### src/verilog/dcsf_map.vh
// Constants for the dual-channel one-bit serial FIFO
`ifndef DCSF_MAP_VH
`define DCSF_MAP_VH

// Address widths for the two depth options
`define DCSF_AW_SMALL 6
`define DCSF_AW_LARGE 8

// Channel count
`define DCSF_CHANNELS 2

// Distance from empty or full at which the boundary flag is set
`define DCSF_ALMOST_GAP 4'h8

// Flag values while a channel is cleared
`define DCSF_HF_CLR 1'b0
`define DCSF_AE_CLR 1'b1
`define DCSF_VALID_CLR 1'b0
`define DCSF_ARM_CLR 1'b0

// Values taken once a channel runs
`define DCSF_ARM_SET 1'b1
`define DCSF_VALID_SET 1'b1

// Channel clock samples after reset, as if the clocks were low
`define DCSF_EDGE_CLR 1'b0

`endif

### src/verilog/dcsf_mem.v
// One-bit storage array with registered read data
`timescale 1ns/1ps
`default_nettype none

module dcsf_mem #(
    parameter AW = 6
) (
    input wire i_clk,
    input wire i_reset,
    input wire i_ce,
    input wire i_wr_en,
    input wire [AW-1:0] i_wr_addr,
    input wire i_wr_data,
    input wire i_rd_en,
    input wire [AW-1:0] i_rd_addr,
    output reg o_rd_data
);

    reg store_reg [0:(1<<AW)-1];

    // ==========================================================
    // Write port
    always @(posedge i_clk) begin
        if (i_ce && i_wr_en) begin
            store_reg[i_wr_addr] <= i_wr_data;
        end
    end

    // ==========================================================
    // Read port, output held between fetches
    always @(posedge i_clk or posedge i_reset) begin
        if (i_reset) begin
            o_rd_data <= 1'b0;
        end else if (i_ce && i_rd_en) begin
            o_rd_data <= store_reg[i_rd_addr];
        end
    end

endmodule

`default_nettype wire

### src/verilog/dcsf_top.v
// Dual-channel one-bit first-in first-out buffer
`timescale 1ns/1ps
`default_nettype none
`include "dcsf_map.vh"

module dcsf_top #(
    parameter LARGE = 0
) (
    input wire i_clk,
    input wire i_reset,
    input wire i_ce,
    input wire [`DCSF_CHANNELS-1:0] i_write_clock,
    input wire [`DCSF_CHANNELS-1:0] i_write_enable,
    input wire [`DCSF_CHANNELS-1:0] i_write_data,
    input wire [`DCSF_CHANNELS-1:0] i_read_clock,
    input wire [`DCSF_CHANNELS-1:0] i_read_enable,
    input wire [`DCSF_CHANNELS-1:0] i_output_drive_enable,
    input wire [`DCSF_CHANNELS-1:0] i_channel_reset_n,
    output wire [`DCSF_CHANNELS-1:0] o_write_space_flag,
    output wire [`DCSF_CHANNELS-1:0] o_read_valid_flag,
    output wire [`DCSF_CHANNELS-1:0] o_half_full_flag,
    output wire [`DCSF_CHANNELS-1:0] o_almost_boundary_flag,
    output wire [`DCSF_CHANNELS-1:0] o_read_data,
    output wire [`DCSF_CHANNELS-1:0] o_read_data_oe
);

    // ==========================================================
    // Depth selection
    localparam AW = (LARGE != 0) ? `DCSF_AW_LARGE : `DCSF_AW_SMALL;
    localparam [AW:0] DEPTH = {1'b1, {AW{1'b0}}};
    localparam [AW:0] HALF = {2'b01, {(AW-1){1'b0}}};
    localparam [AW:0] GAP = {{(AW-3){1'b0}}, `DCSF_ALMOST_GAP};
    localparam [AW:0] NEAR_FULL = DEPTH - GAP;
    localparam [AW:0] ONE = {{AW{1'b0}}, 1'b1};
    localparam [AW:0] ZERO = {(AW+1){1'b0}};

    // ==========================================================
    // Pointer code conversion
    function [AW:0] bin2gray;
        input [AW:0] b;
        begin
            bin2gray = b ^ (b >> 1);
        end
    endfunction

    function [AW:0] gray2bin;
        input [AW:0] g;
        integer k;
        begin
            gray2bin[AW] = g[AW];
            for (k = AW - 1; k >= 0; k = k - 1) begin
                gray2bin[k] = gray2bin[k + 1] ^ g[k];
            end
        end
    endfunction

    // Rise of a sampled channel clock
    function rise_seen;
        input now_level;
        input last_level;
        begin
            rise_seen = now_level & ~last_level;
        end
    endfunction

    // Pointer advance; the extra top bit tells full from empty
    function [AW:0] step_ptr;
        input [AW:0] p;
        input go;
        begin
            step_ptr = go ? (p + ONE) : p;
        end
    endfunction

    // ==========================================================
    // Level decodes
    function count_full;
        input [AW:0] n;
        begin
            count_full = (n == DEPTH);
        end
    endfunction

    function count_half;
        input [AW:0] n;
        begin
            count_half = (n >= HALF);
        end
    endfunction

    function count_boundary;
        input [AW:0] n;
        begin
            count_boundary = (n <= GAP) | (n >= NEAR_FULL);
        end
    endfunction

    // ==========================================================
    // One instance of the channel logic per channel
    genvar ch;
    generate
        for (ch = 0; ch < `DCSF_CHANNELS; ch = ch + 1) begin : g_chan

            reg wclk_prev_reg;
            reg rclk_prev_reg;
            wire chan_clr;
            wire wr_tick;
            wire rd_tick;

            // Write-side state
            reg [AW:0] wptr_reg;
            reg [AW:0] wgray_reg;
            reg [AW:0] rsync1_reg;
            reg [AW:0] rsync2_reg;
            reg arm1_reg;
            reg arm2_reg;
            reg hf_reg;
            reg ae_reg;
            wire [AW:0] rptr_seen;
            wire [AW:0] level;
            wire full;
            wire space;
            wire push;
            wire [AW:0] wptr_next;

            // Read-side state
            reg [AW:0] rptr_reg;
            reg [AW:0] rgray_reg;
            reg [AW:0] wsync1_reg;
            reg [AW:0] wsync2_reg;
            reg valid_reg;
            wire [AW:0] wptr_seen;
            wire has_data;
            wire pop;
            wire fetch;
            wire [AW:0] rptr_next;

            // ==================================================
            // Channel clocks arrive as sampled levels; act on rises
            assign chan_clr = ~i_channel_reset_n[ch];
            assign wr_tick = i_ce & rise_seen(i_write_clock[ch], wclk_prev_reg);
            assign rd_tick = i_ce & rise_seen(i_read_clock[ch], rclk_prev_reg);

            always @(posedge i_clk or posedge i_reset) begin
                if (i_reset) begin
                    wclk_prev_reg <= `DCSF_EDGE_CLR;
                end else if (i_ce) begin
                    wclk_prev_reg <= i_write_clock[ch];
                end
            end

            always @(posedge i_clk or posedge i_reset) begin
                if (i_reset) begin
                    rclk_prev_reg <= `DCSF_EDGE_CLR;
                end else if (i_ce) begin
                    rclk_prev_reg <= i_read_clock[ch];
                end
            end

            // ==================================================
            // Write side
            assign rptr_seen = gray2bin(rsync2_reg);
            assign level = wptr_reg - rptr_seen;
            assign full = count_full(level);
            assign space = arm2_reg & ~full;
            assign push = wr_tick & i_write_enable[ch] & space;
            assign wptr_next = step_ptr(wptr_reg, push);

            // Write pointer with its gray copy for the read side
            always @(posedge i_clk or posedge i_reset) begin
                if (i_reset) begin
                    wptr_reg <= ZERO;
                    wgray_reg <= ZERO;
                end else if (i_ce) begin
                    if (chan_clr) begin
                        wptr_reg <= ZERO;
                        wgray_reg <= ZERO;
                    end else if (wr_tick) begin
                        wptr_reg <= wptr_next;
                        wgray_reg <= bin2gray(wptr_next);
                    end
                end
            end

            // Read pointer into the write domain; only gray code crosses
            always @(posedge i_clk or posedge i_reset) begin
                if (i_reset) begin
                    rsync1_reg <= ZERO;
                    rsync2_reg <= ZERO;
                end else if (i_ce) begin
                    if (chan_clr) begin
                        rsync1_reg <= ZERO;
                        rsync2_reg <= ZERO;
                    end else if (wr_tick) begin
                        rsync1_reg <= rgray_reg;
                        rsync2_reg <= rsync1_reg;
                    end
                end
            end

            // Space flag held off for two write ticks after a clear
            always @(posedge i_clk or posedge i_reset) begin
                if (i_reset) begin
                    arm1_reg <= `DCSF_ARM_CLR;
                    arm2_reg <= `DCSF_ARM_CLR;
                end else if (i_ce) begin
                    if (chan_clr) begin
                        arm1_reg <= `DCSF_ARM_CLR;
                        arm2_reg <= `DCSF_ARM_CLR;
                    end else if (wr_tick) begin
                        arm1_reg <= `DCSF_ARM_SET;
                        arm2_reg <= arm1_reg;
                    end
                end
            end

            // Half-full flag from the write-side count
            always @(posedge i_clk or posedge i_reset) begin
                if (i_reset) begin
                    hf_reg <= `DCSF_HF_CLR;
                end else if (i_ce) begin
                    if (chan_clr) begin
                        hf_reg <= `DCSF_HF_CLR;
                    end else begin
                        hf_reg <= count_half(level);
                    end
                end
            end

            // Boundary flag, near empty or near full
            always @(posedge i_clk or posedge i_reset) begin
                if (i_reset) begin
                    ae_reg <= `DCSF_AE_CLR;
                end else if (i_ce) begin
                    if (chan_clr) begin
                        ae_reg <= `DCSF_AE_CLR;
                    end else begin
                        ae_reg <= count_boundary(level);
                    end
                end
            end

            // ==================================================
            // Read side
            assign wptr_seen = gray2bin(wsync2_reg);
            assign has_data = (wptr_seen != rptr_reg);
            assign pop = rd_tick & i_read_enable[ch] & valid_reg;
            assign fetch = rd_tick & has_data & (~valid_reg | pop);
            assign rptr_next = step_ptr(rptr_reg, fetch);

            // Read pointer with its gray copy for the write side
            always @(posedge i_clk or posedge i_reset) begin
                if (i_reset) begin
                    rptr_reg <= ZERO;
                    rgray_reg <= ZERO;
                end else if (i_ce) begin
                    if (chan_clr) begin
                        rptr_reg <= ZERO;
                        rgray_reg <= ZERO;
                    end else if (rd_tick) begin
                        rptr_reg <= rptr_next;
                        rgray_reg <= bin2gray(rptr_next);
                    end
                end
            end

            // Write pointer into the read domain; valid is the third stage
            always @(posedge i_clk or posedge i_reset) begin
                if (i_reset) begin
                    wsync1_reg <= ZERO;
                    wsync2_reg <= ZERO;
                end else if (i_ce) begin
                    if (chan_clr) begin
                        wsync1_reg <= ZERO;
                        wsync2_reg <= ZERO;
                    end else if (rd_tick) begin
                        wsync1_reg <= wgray_reg;
                        wsync2_reg <= wsync1_reg;
                    end
                end
            end

            // Output-ready flag
            always @(posedge i_clk or posedge i_reset) begin
                if (i_reset) begin
                    valid_reg <= `DCSF_VALID_CLR;
                end else if (i_ce) begin
                    if (chan_clr) begin
                        valid_reg <= `DCSF_VALID_CLR;
                    end else if (rd_tick) begin
                        if (fetch) begin
                            valid_reg <= `DCSF_VALID_SET;
                        end else if (pop) begin
                            valid_reg <= `DCSF_VALID_CLR;
                        end
                    end
                end
            end

            // ==================================================
            // Storage and output bit
            dcsf_mem #(
                .AW(AW)
            ) u_mem (
                .i_clk(i_clk),
                .i_reset(i_reset),
                .i_ce(i_ce),
                .i_wr_en(push),
                .i_wr_addr(wptr_reg[AW-1:0]),
                .i_wr_data(i_write_data[ch]),
                .i_rd_en(fetch),
                .i_rd_addr(rptr_reg[AW-1:0]),
                .o_rd_data(o_read_data[ch])
            );

            assign o_read_data_oe[ch] = i_output_drive_enable[ch];
            assign o_write_space_flag[ch] = space;
            assign o_read_valid_flag[ch] = valid_reg;
            assign o_half_full_flag[ch] = hf_reg;
            assign o_almost_boundary_flag[ch] = ae_reg;
        end
    endgenerate

endmodule

`default_nettype wire

### config.mk
export PLATFORM = sky130hd
export DESIGN_NAME = dcsf_top
export DESIGN_NICKNAME = d
export VERILOG_FILES = /design/src/verilog/dcsf_mem.v /design/src/verilog/dcsf_top.v
export VERILOG_INCLUDE_DIRS = /design/src /design/src/verilog
export SDC_FILE = /design/constraint.sdc
export NUM_CORES = 1
export LEC_CHECK = 0
export ABC_AREA = 1
export CAP_MARGIN = 20
export CELL_PAD_IN_SITES_DETAIL_PLACEMENT = 1
export CELL_PAD_IN_SITES_GLOBAL_PLACEMENT = 1
export CORE_ASPECT_RATIO = 0.75
export CORE_MARGIN = 2
export CORE_UTILIZATION = 37
export DETAILED_ROUTE_END_ITERATION = 6
export DONT_BUFFER_PORTS = 1
export GPL_ROUTABILITY_DRIVEN = 0
export PLACE_DENSITY = 0.67
export SETUP_SLACK_MARGIN = 0.2
export SYNTH_ARGS = -nofsm -noshare
export SYNTH_HDL_FRONTEND = slang
export SYNTH_HIERARCHICAL = 1
export SYNTH_SLANG_ARGS = --single-unit
### constraint.sdc
create_clock -name i_clk -period 9.4 [get_ports i_clk]
set_input_delay 0.47 -clock i_clk [delete_from_list [all_inputs] [get_ports i_clk]]
set_output_delay 0.47 -clock i_clk [all_outputs]
set_load 0.02 [all_outputs]
==> summary.md, run 1 <==
| Metric | Value |
|---|---|
| Placed cell areas | 0.0133 sq mm |
| Global-route wire length before repair | 59800 microns |
| Arr. time, crit path | roughly 4.8 ns |
| Post-synthesis xor/xnor area fraction | 0.0344 |
| Gr usage total | 0.204 |
| N_diodes | 0 |
| Peak Freq | roughly 0.22 GHz |
| Via count | 10277 |
| Final nets | 1533 |
| Final Cell Area | about 0.014 sq mm |
| Crit. End Element | flip-flop |
| Final Total Pwr | 2.39 mW |
| Synth warnings | 6 |
| PostCTS Resize Cnt | 0 |
| Fin Setup TNS | 0 ns |
| Area share of fa/ha/maj cells after synthesis | 0.0153 |
| Final Hold Viols | 6 |
| Vias per std cell | approximately 5.2 |
| CP Buf/Inv Count | 3 |
| Largest delay share family, worst path | simple AND/OR/NAND/NOR gates |
| Min Tclk post-route | 4.52 ns |
| CTS Buf Count | 28 |
| Largest family of logic cells by synthesized area | simple AND/OR/NAND/NOR gates |
| Worst path cell trace | xnor2_2 > xor2_2 > xor2_2 > xor2_2 > xor2_2 > xor2_1 > ha_1 > inv_1 > nand2_1 > nand2_1 > nand3_1 > nand2_1 > nand2_1 > nand2_1 > xnor2_1 > nand3b_2 > nand3_2 > inv_1 > nand2_1 > inv_1 > nand4_1 > nor2_1 |
| Peak VDD IR | between 0.1 and 0.15 mV |
| Switch Pwr | around 0.52 mW |
| MaxCap Viol Count | 0 |
| P&R area growth vs syn | 9.37% |
| CTS tree | yes |
| Die Width | about 220 microns |
| Simple-gate share of the synthesized area | 0.303 |
| Clock skew | roughly 0.012 ns |
| Wire per inst | 18.8 microns |
| Clock Tree Root | clkbuf_16 |
| H-tree levels | 1 |
| Seq/Total Area, Yosys | 0.529 |
| CP startpoint kind | flip-flop |
| Core area | around 0.035 sq mm |
| DR iter-0 viols | between 700 and 800 |
| Logic gate share of total power | 0.026 |
| Post-CTS Hold Buffers | 2 |
| Post-synthesis mux area share | 0 |
| Mapped cell area | approximately 0.013 sq mm |
| Antenna violations before repair | 0 |
| Worst Setup Slack, final | 4.88 ns |
| Starting density of the core | 0.377 |
| # port buffers | 0 |
| Placement Setup Slack | 4.97 ns |
| Post-DP HPWL | 25500 microns |
| Worst-margin pin slew | roughly 1.1 ns |
| Synth Register Bits | approximately 250 |
| CP max FO | 9 |
| Skew-Pair Late Insertion Delay | between 0.5 and 0.6 ns |
| Synth unique cells | 39 |
| Clock share of power | 0.477 |
| CP required | between 9 and 10 ns |
| # clock sinks | between 200 and 300 |
| CTS Buffer Depth | 3 |
| Clock transition at path regs | around 0.06 ns |
| Critical Path Max Stage Delay | about 0.48 ns |
| Drt first pass iters | 5 |
| FP Rows | about 60 |
| Slew Limit Headroom | 0.290 |
| # setup viols final | 0 |
| Failing checks | negative hold slack |
| Switching Share | 0.217 |
| Hold_ws | -0.0162 ns |
| Critical Path Most Common Cell | nand2_1 |
| Leakage power | 6.06 nW |
| Share of layout cells above drive strength 1 | 0.0821 |
| Critical path class | reg2reg |
| Most common cell after layout, fill and taps aside | nand2_1 |
| Final worst path period share | 0.481 |
| GRT Residual Overflow | 0 |
| Max-slew violations | 0 |
| Max reg flops | around 130 |
| Status | complete, but fails checks |
| Syn Area/Cell | about 8.7 sq um |
| Synth Area in Compound Gates | 0.0425 |
| Hold Path Class | in2async |
| DIE HEIGHT | approximately 170 microns |
| DRC errors left | 0 |
| Syn_nets | roughly 1500 |
| Critical-path top delay cell | nand4_1 |
| Pwr Density | around 170 mW/mm^2 |
| Setup bufs post-CTS | 0 |
| Post-synthesis cell count | between 1500 and 2000 |
| Register share of total power | 0.497 |
| Fill cells | 4147 |
| Int Power | roughly 1.9 mW |
| RSZ-0062 raised after global routing | false |
| Pin count of the biggest net entering global routing | 76 |
| Post-Route WL | around 37000 microns |
| DIE AREA | between 0.03 and 0.04 sq mm |
| Vias in the first global route | roughly 10000 |
| Antenna-violating nets left | 0 |
| I/O pin cnt | 29 |
| Most frequent cells in the layout | nand2_1, nand3_1, nor2_1 |
power groups by stage:
| stage | Clock [mW] | Sequential (mW) | Combinational (mW) |
|---|---|---|---|
| after detailed placement | 0 | 1.21 | 0.0569 |
| after floorplan | 0 | 1.20 | 0.0460 |
| final | 1.14 | 1.19 | 0.0613 |
| after global placement | 0 | 1.21 | 0.0549 |
| after CTS | 1.17 | 1.19 | 0.0621 |
| after global routing | 1.21 | 1.19 | 0.0709 |
path summary, 6_finish.rpt:
kind / startpoint / end / slack (ns) / cells past startpoint
max: g_chan[1].rsync2_reg[6]$_DFFE_PP0P_ / g_chan[1].u_mem/store_reg[26]$_DFFE_PP_ / 4.88 / 22
max in group asynchronous: i_reset / g_chan[1].rsync1_reg[2]$_DFFE_PP0P_ / 8.16 / 2
max reg2reg: g_chan[1].rsync2_reg[6]$_DFFE_PP0P_ / g_chan[1].u_mem/store_reg[26]$_DFFE_PP_ / 4.88 / 22
min: i_reset / g_chan[0].wsync2_reg[2]$_DFFE_PP0P_ / -0.02 / 1
min reg2reg: g_chan[1].rclk_prev_reg$_DFFE_PP0P_ / g_chan[1].rclk_prev_reg$_DFFE_PP0P_ / 0.48 / 2
min in group i_clk: i_write_data[0] / g_chan[0].u_mem/store_reg[39]$_DFFE_PP_ / 0.03 / 0
cells by family after synthesis:
| logic type | after synthesis |
|---|---|
| AND/OR/NAND/NOR | 891 |
| flip-flops | 252 |
| buffers and inverters | 205 |
| AO/OA/AOI/OAI | 104 |
| XOR/XNOR | 43 |
| adder cells (fa/ha/maj) | 16 |
Yosys cell counts (all sizes together):
cell type	number	area (sq um)
clkinv	1	3.75
nand2	464	1830
o21a	2	15.0
nor3	4	20.0
inv	154	593
a21oi	7	35.0
buf	37	340
and2	1	6.26
o21ai	75	383
xnor2	12	120
nand3	223	1220
nand4	39	244
dfrtp	122	3050
ha	16	200
clkbuf	13	48.8
o22ai	20	125
xor2	31	332
or2	1	6.26
nor2	149	574
nand3b	6	52.6
edfxtp	128	3840
dfstp	2	52.6
nor4	4	25.0
stage by stage:
step | util | cells | hold slack, ns
finish | 0.412 | 1979 | -0.0162
global route | 0.412 | 1979 | 0.00641
CTS | 0.411 | 1976 | 0.0113
detailed placement | 0.383 | 1922 | 0.204
global placement | 0.383 | 1922 | 0.202
floorplan | - | 1511 | 0.199
area by class of cell:
class	count	area, sq um	share of cell area
sequential	252	6950	0.484
multi-input combinational	1054	5190	0.362
clock buffer	44	832	0.0580
inverter	155	599	0.0417
tap	457	572	0.0398
clock inverter	8	120	0.00837
timing repair buffer	9	92.6	0.00645
layer usage:
layer / vias to the layer above / routed length (microns) / GRT usage
li1: 4956 / - / -
met1: 5115 / 19200 / 0.320
met2: 162 / 15600 / 0.298
met3: 44 / 1730 / 0.0325
met4: 0 / 633 / 0.0382
met5: - / 0 / 0
(Power assumes the default switching activity.)
==> run 2, diff against run 1 <==
==> constraint.sdc (replaced) <==
create_clock -name i_clk -period 4.5 [get_ports i_clk]
set_input_delay 0.225 -clock i_clk [delete_from_list [all_inputs] [get_ports i_clk]]
set_output_delay 0.225 -clock i_clk [all_outputs]
set_load 0.02 [all_outputs]
==> run 2 against run 1 <==
  * Clock-buffer cell count shrank 7
  * Worst hold slack improved by 0.048 ns
  * First-iteration DRC count down 17%
  * Maximum frequency rose by 15%
  * Final area rose by 1.7%
  * Wire length rose by 2.7%
  * Highest routed layer unchanged
  * Critical path depth is 1 higher
  * Clock power rose by 96%
  * The run ends with design-rule violations left
  * Register-to-register slack worse by 4.3 ns
==> summary.md, run 2 (same netlist as run 1, synthesis figures left out) <==
| Metric | Value |
|---|---|
| Int Power | about 3.8 mW |
| Critical path class | reg2reg |
| DRC errors left | 3 |
| Skew-Pair Late Insertion Delay | 0.56 ns |
| Leakage power | approximately 6 nW |
| Switch Pwr | 1.11 mW |
| Clock skew | ~0.022 ns |
| Hold Path Class | in2reg |
| Die Width | 221 microns |
| Starting density of the core | 0.377 |
| Reg-to-reg startpoint | g_chan[1].rsync2_reg[6]$_DFFE_PP0P_ |
| FP Rows | 59 |
| Final Hold Viols | 0 |
| Hold Path Origin | i_read_enable[0] |
| Reg2reg path depth | 23 |
| Min Tclk post-route | around 3.9 ns |
| Slew Limit Headroom | 0.322 |
| Pin count of the biggest net entering global routing | between 60 and 70 |
| Status | complete, but fails checks |
| Crit. End Element | flip-flop |
| H-tree levels | 1 |
| Final Util | 0.419 |
| Share of layout cells above drive strength 1 | 0.0994 |
| Worst Setup Slack, final | 0.572 ns |
| Most common cell after layout, fill and taps aside | nand2_1 |
| Worst-margin pin slew | just over 1 ns |
| Core area | approximately 0.035 sq mm |
| DIE AREA | about 0.037 sq mm |
| Peak VDD IR | between 0.2 and 0.25 mV |
| CP max FO | 8 |
| CTS tree | yes |
| # setup viols final | 0 |
| P&R area growth vs syn | 11.2% |
| Final nets | about 1600 |
| Max reg flops | around 130 |
| RSZ-0062 raised after global routing | false |
| Max-slew violations | 0 |
| WHS Path Cells | 5 |
| Wire per inst | between 15 and 20 microns |
| Failing checks | design-rule violations |
| GRT Residual Overflow | 0 |
| Gr usage total | 0.206 |
| Hold_ws | ~0.032 ns |
| MaxCap Viol Count | 0 |
| I/O pin cnt | 29 |
| Clock transition at path regs | roughly 0.07 ns |
| Fin Setup TNS | 0 ns |
| CTS Buf Count | 27 |
| Antenna-violating nets left | 0 |
| Drt first pass iters | 7 |
| Vias per std cell | approximately 5.2 |
| Clock share of power | 0.460 |
| Register share of total power | 0.509 |
| DR iter-0 viols | ~660 |
| CTS Buffer Depth | 3 |
| DIE HEIGHT | between 150 and 200 microns |
| Post-Route WL | about 38000 microns |
| # port buffers | 0 |
| N_diodes | 0 |
| Peak Freq | between 0.2 and 0.3 GHz |
| Switching Share | 0.228 |
| Flop-to-flop setup slack | around 0.57 ns |
| Vias in the first global route | ~11000 |
| Placement Setup Slack | approximately 0.21 ns |
| Global-route wire length before repair | between 50000 and 60000 microns |
| Final Total Pwr | between 4 and 5 mW |
| Hold endpoint | g_chan[0].valid_reg$_DFFE_PP0P_ |
| Post-DP HPWL | approximately 26000 microns |
| Clock Tree Root | clkbuf_16 |
| CP required | 4.74 ns |
| CP startpoint kind | flip-flop |
| Final worst path period share | 0.873 |
| Crit Reg-Reg Endpoint | g_chan[1].u_mem/store_reg[29]$_DFFE_PP_ |
| Logic gate share of total power | 0.031 |
| Pwr Density | ~330 mW/mm^2 |
| # clock sinks | between 200 and 300 |
| Via count | 10496 |
| Most frequent cells in the layout | nand2_1, nand3_1, nor2_1 |
| Arr. time, crit path | roughly 4.2 ns |
| Antenna violations before repair | 0 |
==> run 2: cell types whose count changed in the layout (fill, tap and decap cells not counted), moves of 2 or more <==
cell / change
buf_4: +24
bufinv_16: -2
clkbuf_1: -5
clkbuf_8: -2
clkinv_4: +2
dlygate4sd3_1: +7
inv_1: -2
inv_2: +2
nand3b_2: -2
nand3b_4: +2
==> run 2: area by class of cell <==
class,count,area (sq um)
flip-flops and latches,252,6950
clock inverters,12,104
clock buffers,37,786
inverters,155,599
multi-input cells,1054,5230
well taps,457,572
repair buffers,40,359
fillers,4145,20200
==> run 2: power groups by stage <==
stage	logic, mW	registers, mW	clock network [mW]
2_1_floorplan	0.0962	2.51	0
3_3_place_gp	0.116	2.53	0
3_5_place_dp	0.119	2.53	0
4_1_cts	0.150	2.48	2.30
5_1_grt	0.169	2.48	2.38
6_report	0.149	2.48	2.24
==> run 2: worst max path at each step <==
stage	from	to	slack, ns	cells after the start
floorplan	g_chan[0].rsync2_reg[6]$_DFFE_PP0P_	g_chan[0].u_mem/store_reg[12]$_DFFE_PP_	0.93	22
detailed placement	g_chan[0].rsync2_reg[6]$_DFFE_PP0P_	g_chan[0].u_mem/store_reg[43]$_DFFE_PP_	0.21	22
global route	g_chan[1].rsync2_reg[6]$_DFFE_PP0P_	g_chan[1].u_mem/store_reg[29]$_DFFE_PP_	0.22	23
CTS	g_chan[0].rsync2_reg[6]$_DFFE_PP0P_	g_chan[0].u_mem/store_reg[36]$_DFFE_PP_	0.20	22
global placement	g_chan[0].rsync2_reg[6]$_DFFE_PP0P_	g_chan[0].u_mem/store_reg[16]$_DFFE_PP_	0.37	22
finish	g_chan[1].rsync2_reg[6]$_DFFE_PP0P_	g_chan[1].u_mem/store_reg[29]$_DFFE_PP_	0.57	23
==> run 2: layer usage <==
layer,up-vias,wire length (microns),track usage
li1,5013,-,-
met1,5293,19800,0.321
met2,152,16200,0.304
met3,38,1600,0.0326
met4,0,490,0.0338
met5,-,0,0
==> run 2: stage by stage <==
step / cell area, sq um / cells
after floorplan: 13100 / 1511
after global placement: 13400 / 1931
after detailed placement: 13400 / 1931
after CTS: 14500 / 1994
after global routing: 14600 / 2007
final: 14600 / 2007
==> run 2: critical path: stages (launching register included) <==
cell and delay [ns]:
dfrtp_1 0.43, xnor2_2 0.24, xor2_2 0.24, xor2_2 0.22
xor2_2 0.22, xor2_2 0.20, xor2_1 0.17, ha_1 0.16
inv_1 0.04, nand2_1 0.05, nand2_1 0.10, nand3_1 0.11
nand2_1 0.06, nand2_1 0.08, nand2_1 0.06, xnor2_1 0.19
nand3b_4 0.14, nand3_2 0.08, inv_1 0.09, nand2_1 0.06
inv_2 0.12, nand4_1 0.20, buf_6 0.22, nor2_1 0.13
==> run 2: what timing repair did <==
item / CTS / global route
setup buffers: 3 / 11
endpoints found under the hold margin: 190 / 0
gates resized for setup: 0 / 8
pin swaps: 4 / 11
hold buffers: 11 / 0
endpoints found under the setup margin: 13 / 128
==> run 3, diff against run 2 <==
==> constraint.sdc (replaced) <==
create_clock -name i_clk -period 4.2 [get_ports i_clk]
set_input_delay 0.21 -clock i_clk [delete_from_list [all_inputs] [get_ports i_clk]]
set_output_delay 0.21 -clock i_clk [all_outputs]
set_load 0.02 [all_outputs]
==> run 3 against run 2 <==
  * The run now ends clean
  * Core utilization increased by 0.91 points
  * Via count decreased by 0.56%
  * Global-route usage decreased by 0.30 points
  * Clock skew decreased by 0.0016 ns
  * Register-to-register slack got worse by 0.20 ns
  * Sequential power increased by 7%
  * Cell count increased by 0.95%
  * Worst hold slack got worse by 0.016 ns
  * Clock-buffer cell count increased by 2
  * Final area increased by 2.2%
  * Sequential cell count unchanged
==> summary.md, run 3 (same netlist as run 1, synthesis figures left out) <==
| Metric | Value |
|---|---|
| CP max FO | 4 |
| P&R area growth vs syn | 13.6% |
| Reg2reg path depth | 23 |
| Skew-Pair Late Insertion Delay | about 0.57 ns |
| Antenna violations before repair | 0 |
| Register share of total power | 0.489 |
| Clock Tree Root | clkbuf_16 |
| H-tree levels | 1 |
| # setup viols final | 0 |
| CTS Buffer Depth | 3 |
| Vias per std cell | ~5 |
| Crit. End Element | primary output |
| Worst-margin pin slew | 1.04 ns |
| Wire per inst | about 18 microns |
| Most common cell after layout, fill and taps aside | nand2_1 |
| Share of layout cells above drive strength 1 | 0.118 |
| Final worst path period share | 0.915 |
| DIE HEIGHT | about 170 microns |
| Fin Setup TNS | 0 ns |
| Non-filler instance count after layout | about 2000 |
| Most frequent cells in the layout | nand2_1, nand3_1, inv_1 |
| Final Hold Viols | 0 |
| Int Power | 4.20 mW |
| Via count | 10437 |
| Logic gate share of total power | 0.030 |
| WHS Path Cells | 1 |
| Post-Route WL | 37200 microns |
| Switch Pwr | about 1.2 mW |
| Post-DP HPWL | approximately 25000 microns |
| Hold Path Origin | i_write_data[0] |
| Leakage power | between 6 and 7 nW |
| Clock transition at path regs | around 0.060 ns |
| Peak Freq | approximately 0.26 GHz |
| Hold endpoint | g_chan[0].u_mem/store_reg[46]$_DFFE_PP_ |
| Critical path class | reg2out |
| Final nets | 1580 |
| RSZ-0062 raised after global routing | false |
| Starting density of the core | 0.377 |
| GRT Residual Overflow | 0 |
| Gr usage total | 0.203 |
| Pwr Density | ~360 mW/mm^2 |
| Min Tclk post-route | between 3 and 4 ns |
| Switching Share | 0.226 |
| Max reg flops | ~130 |
| Crit Reg-Reg Endpoint | g_chan[0].u_mem/store_reg[36]$_DFFE_PP_ |
| Reg-to-reg startpoint | g_chan[0].rsync2_reg[5]$_DFFE_PP0P_ |
| Hold Path Class | in2reg |
| CTS tree | yes |
| I/O pin cnt | 29 |
| Peak VDD IR | around 0.27 mV |
| Status | completed |
| Pin count of the biggest net entering global routing | 65 |
| Flop-to-flop setup slack | approximately 0.37 ns |
| Arr. time, crit path | about 3.6 ns |
| FP Rows | 59 |
| Global-route wire length before repair | about 60000 microns |
| # port buffers | 0 |
| Vias in the first global route | roughly 11000 |
| N_diodes | 0 |
| Die Width | around 220 microns |
| Clock share of power | 0.480 |
| CP required | 3.99 ns |
| DRC errors left | 0 |
| Antenna-violating nets left | 0 |
| CTS Buf Count | 28 |
| Slew Limit Headroom | 0.307 |
| DR iter-0 viols | 676 |
| Drt first pass iters | 5 |
| Clock skew | slightly above 0.02 ns |
| Placed insts | between 1500 and 2000 |
| # clock sinks | around 250 |
| CP startpoint kind | flip-flop |
| MaxCap Viol Count | 0 |
| Core area | 0.0348 sq mm |
| DIE AREA | 0.0370 sq mm |
| Max-slew violations | 0 |
run 3: per-layer routing:
metal | share of wire | GRT usage | vias up
met2 | 0.42 | 0.296 | 140
met3 | 0.033 | 0.0267 | 56
met4 | 0.026 | 0.0526 | 0
met1 | 0.53 | 0.315 | 5204
li1 | - | - | 5037
met5 | 0 | 0 | -
run 3: final cells by class:
cell class | count | area (sq um)
Fill cell | 4105 | 19900
Sequential cell | 252 | 6950
Clock inverter | 13 | 178
Clock buffer | 39 | 783
Inverter | 155 | 602
Multi-Input combinational cell | 1054 | 5290
Tap cell | 457 | 572
Timing Repair Buffer | 56 | 534
run 3: timing repair:
item,4_1_cts,5_1_grt
endpoints found under the setup margin,26,134
hold buffers,16,0
pin swaps,7,18
resized for setup,0,37
buffers inserted,8,16
hold endpoints to repair,199,0
run 3: worst max path at each step:
| stage | start | endpoint | slack, ns | depth (start not counted) |
|---|---|---|---|---|
| 2_1_floorplan | g_chan[0].rsync2_reg[6]$_DFFE_PP0P_ | g_chan[0].u_mem/store_reg[12]$_DFFE_PP_ | 0.63 | 22 |
| 3_3_place_gp | g_chan[1].rsync2_reg[6]$_DFFE_PP0P_ | g_chan[1].u_mem/store_reg[45]$_DFFE_PP_ | 0.29 | 22 |
| 3_5_place_dp | g_chan[1].rsync2_reg[6]$_DFFE_PP0P_ | g_chan[1].u_mem/store_reg[5]$_DFFE_PP_ | 0.15 | 22 |
| 4_1_cts | g_chan[0].rsync2_reg[6]$_DFFE_PP0P_ | o_write_space_flag[0] | 0.14 | 16 |
| 5_1_grt | g_chan[0].rsync2_reg[5]$_DFFE_PP0P_ | g_chan[0].u_mem/store_reg[52]$_DFFE_PP_ | 0.08 | 23 |
| 6_report | g_chan[0].rsync2_reg[5]$_DFFE_PP0P_ | o_write_space_flag[0] | 0.36 | 18 |
run 3: power by group through the flow:
stage / sequential [mW] / clock [mW] / combinational (mW)
2_1_floorplan: 2.69 / 0 / 0.103
3_3_place_gp: 2.71 / 0 / 0.127
3_5_place_dp: 2.71 / 0 / 0.129
4_1_cts: 2.66 / 2.67 / 0.165
5_1_grt: 2.66 / 2.76 / 0.187
6_report: 2.66 / 2.61 / 0.165
run 3: worst max-delay path, stage by stage (launching register included):
cell and delay (ns):
dfrtp_1 0.42, xnor2_2 0.26, xor2_2 0.27, xor2_2 0.24
xor2_2 0.23, xor2_2 0.21, xor2_1 0.16, ha_1 0.16
inv_1 0.04, nand2_1 0.06, nand2_2 0.08, nand3_1 0.10
nand2_1 0.06, nand2_1 0.09, nand2_2 0.09, xnor2_4 0.22
nand3b_4 0.11, buf_6 0.14, and2_4 0.15
run 3: stage by stage:
| stage | hold WS (ns) | power (mW) | util | worst slack [ns] | cell area (sq um) |
|---|---|---|---|---|---|
| 2_1_floorplan | -0.0613 | 2.79 | - | 0.628 | 13100 |
| 3_3_place_gp | -0.0586 | 2.83 | 0.386 | 0.290 | 13400 |
| 3_5_place_dp | -0.0570 | 2.84 | 0.386 | 0.150 | 13400 |
| 4_1_cts | 0.00781 | 5.49 | 0.421 | 0.138 | 14700 |
| 5_1_grt | 0.00528 | 5.60 | 0.428 | 0.0784 | 14900 |
| 6_report | 0.0154 | 5.43 | 0.428 | 0.355 | 14900 |
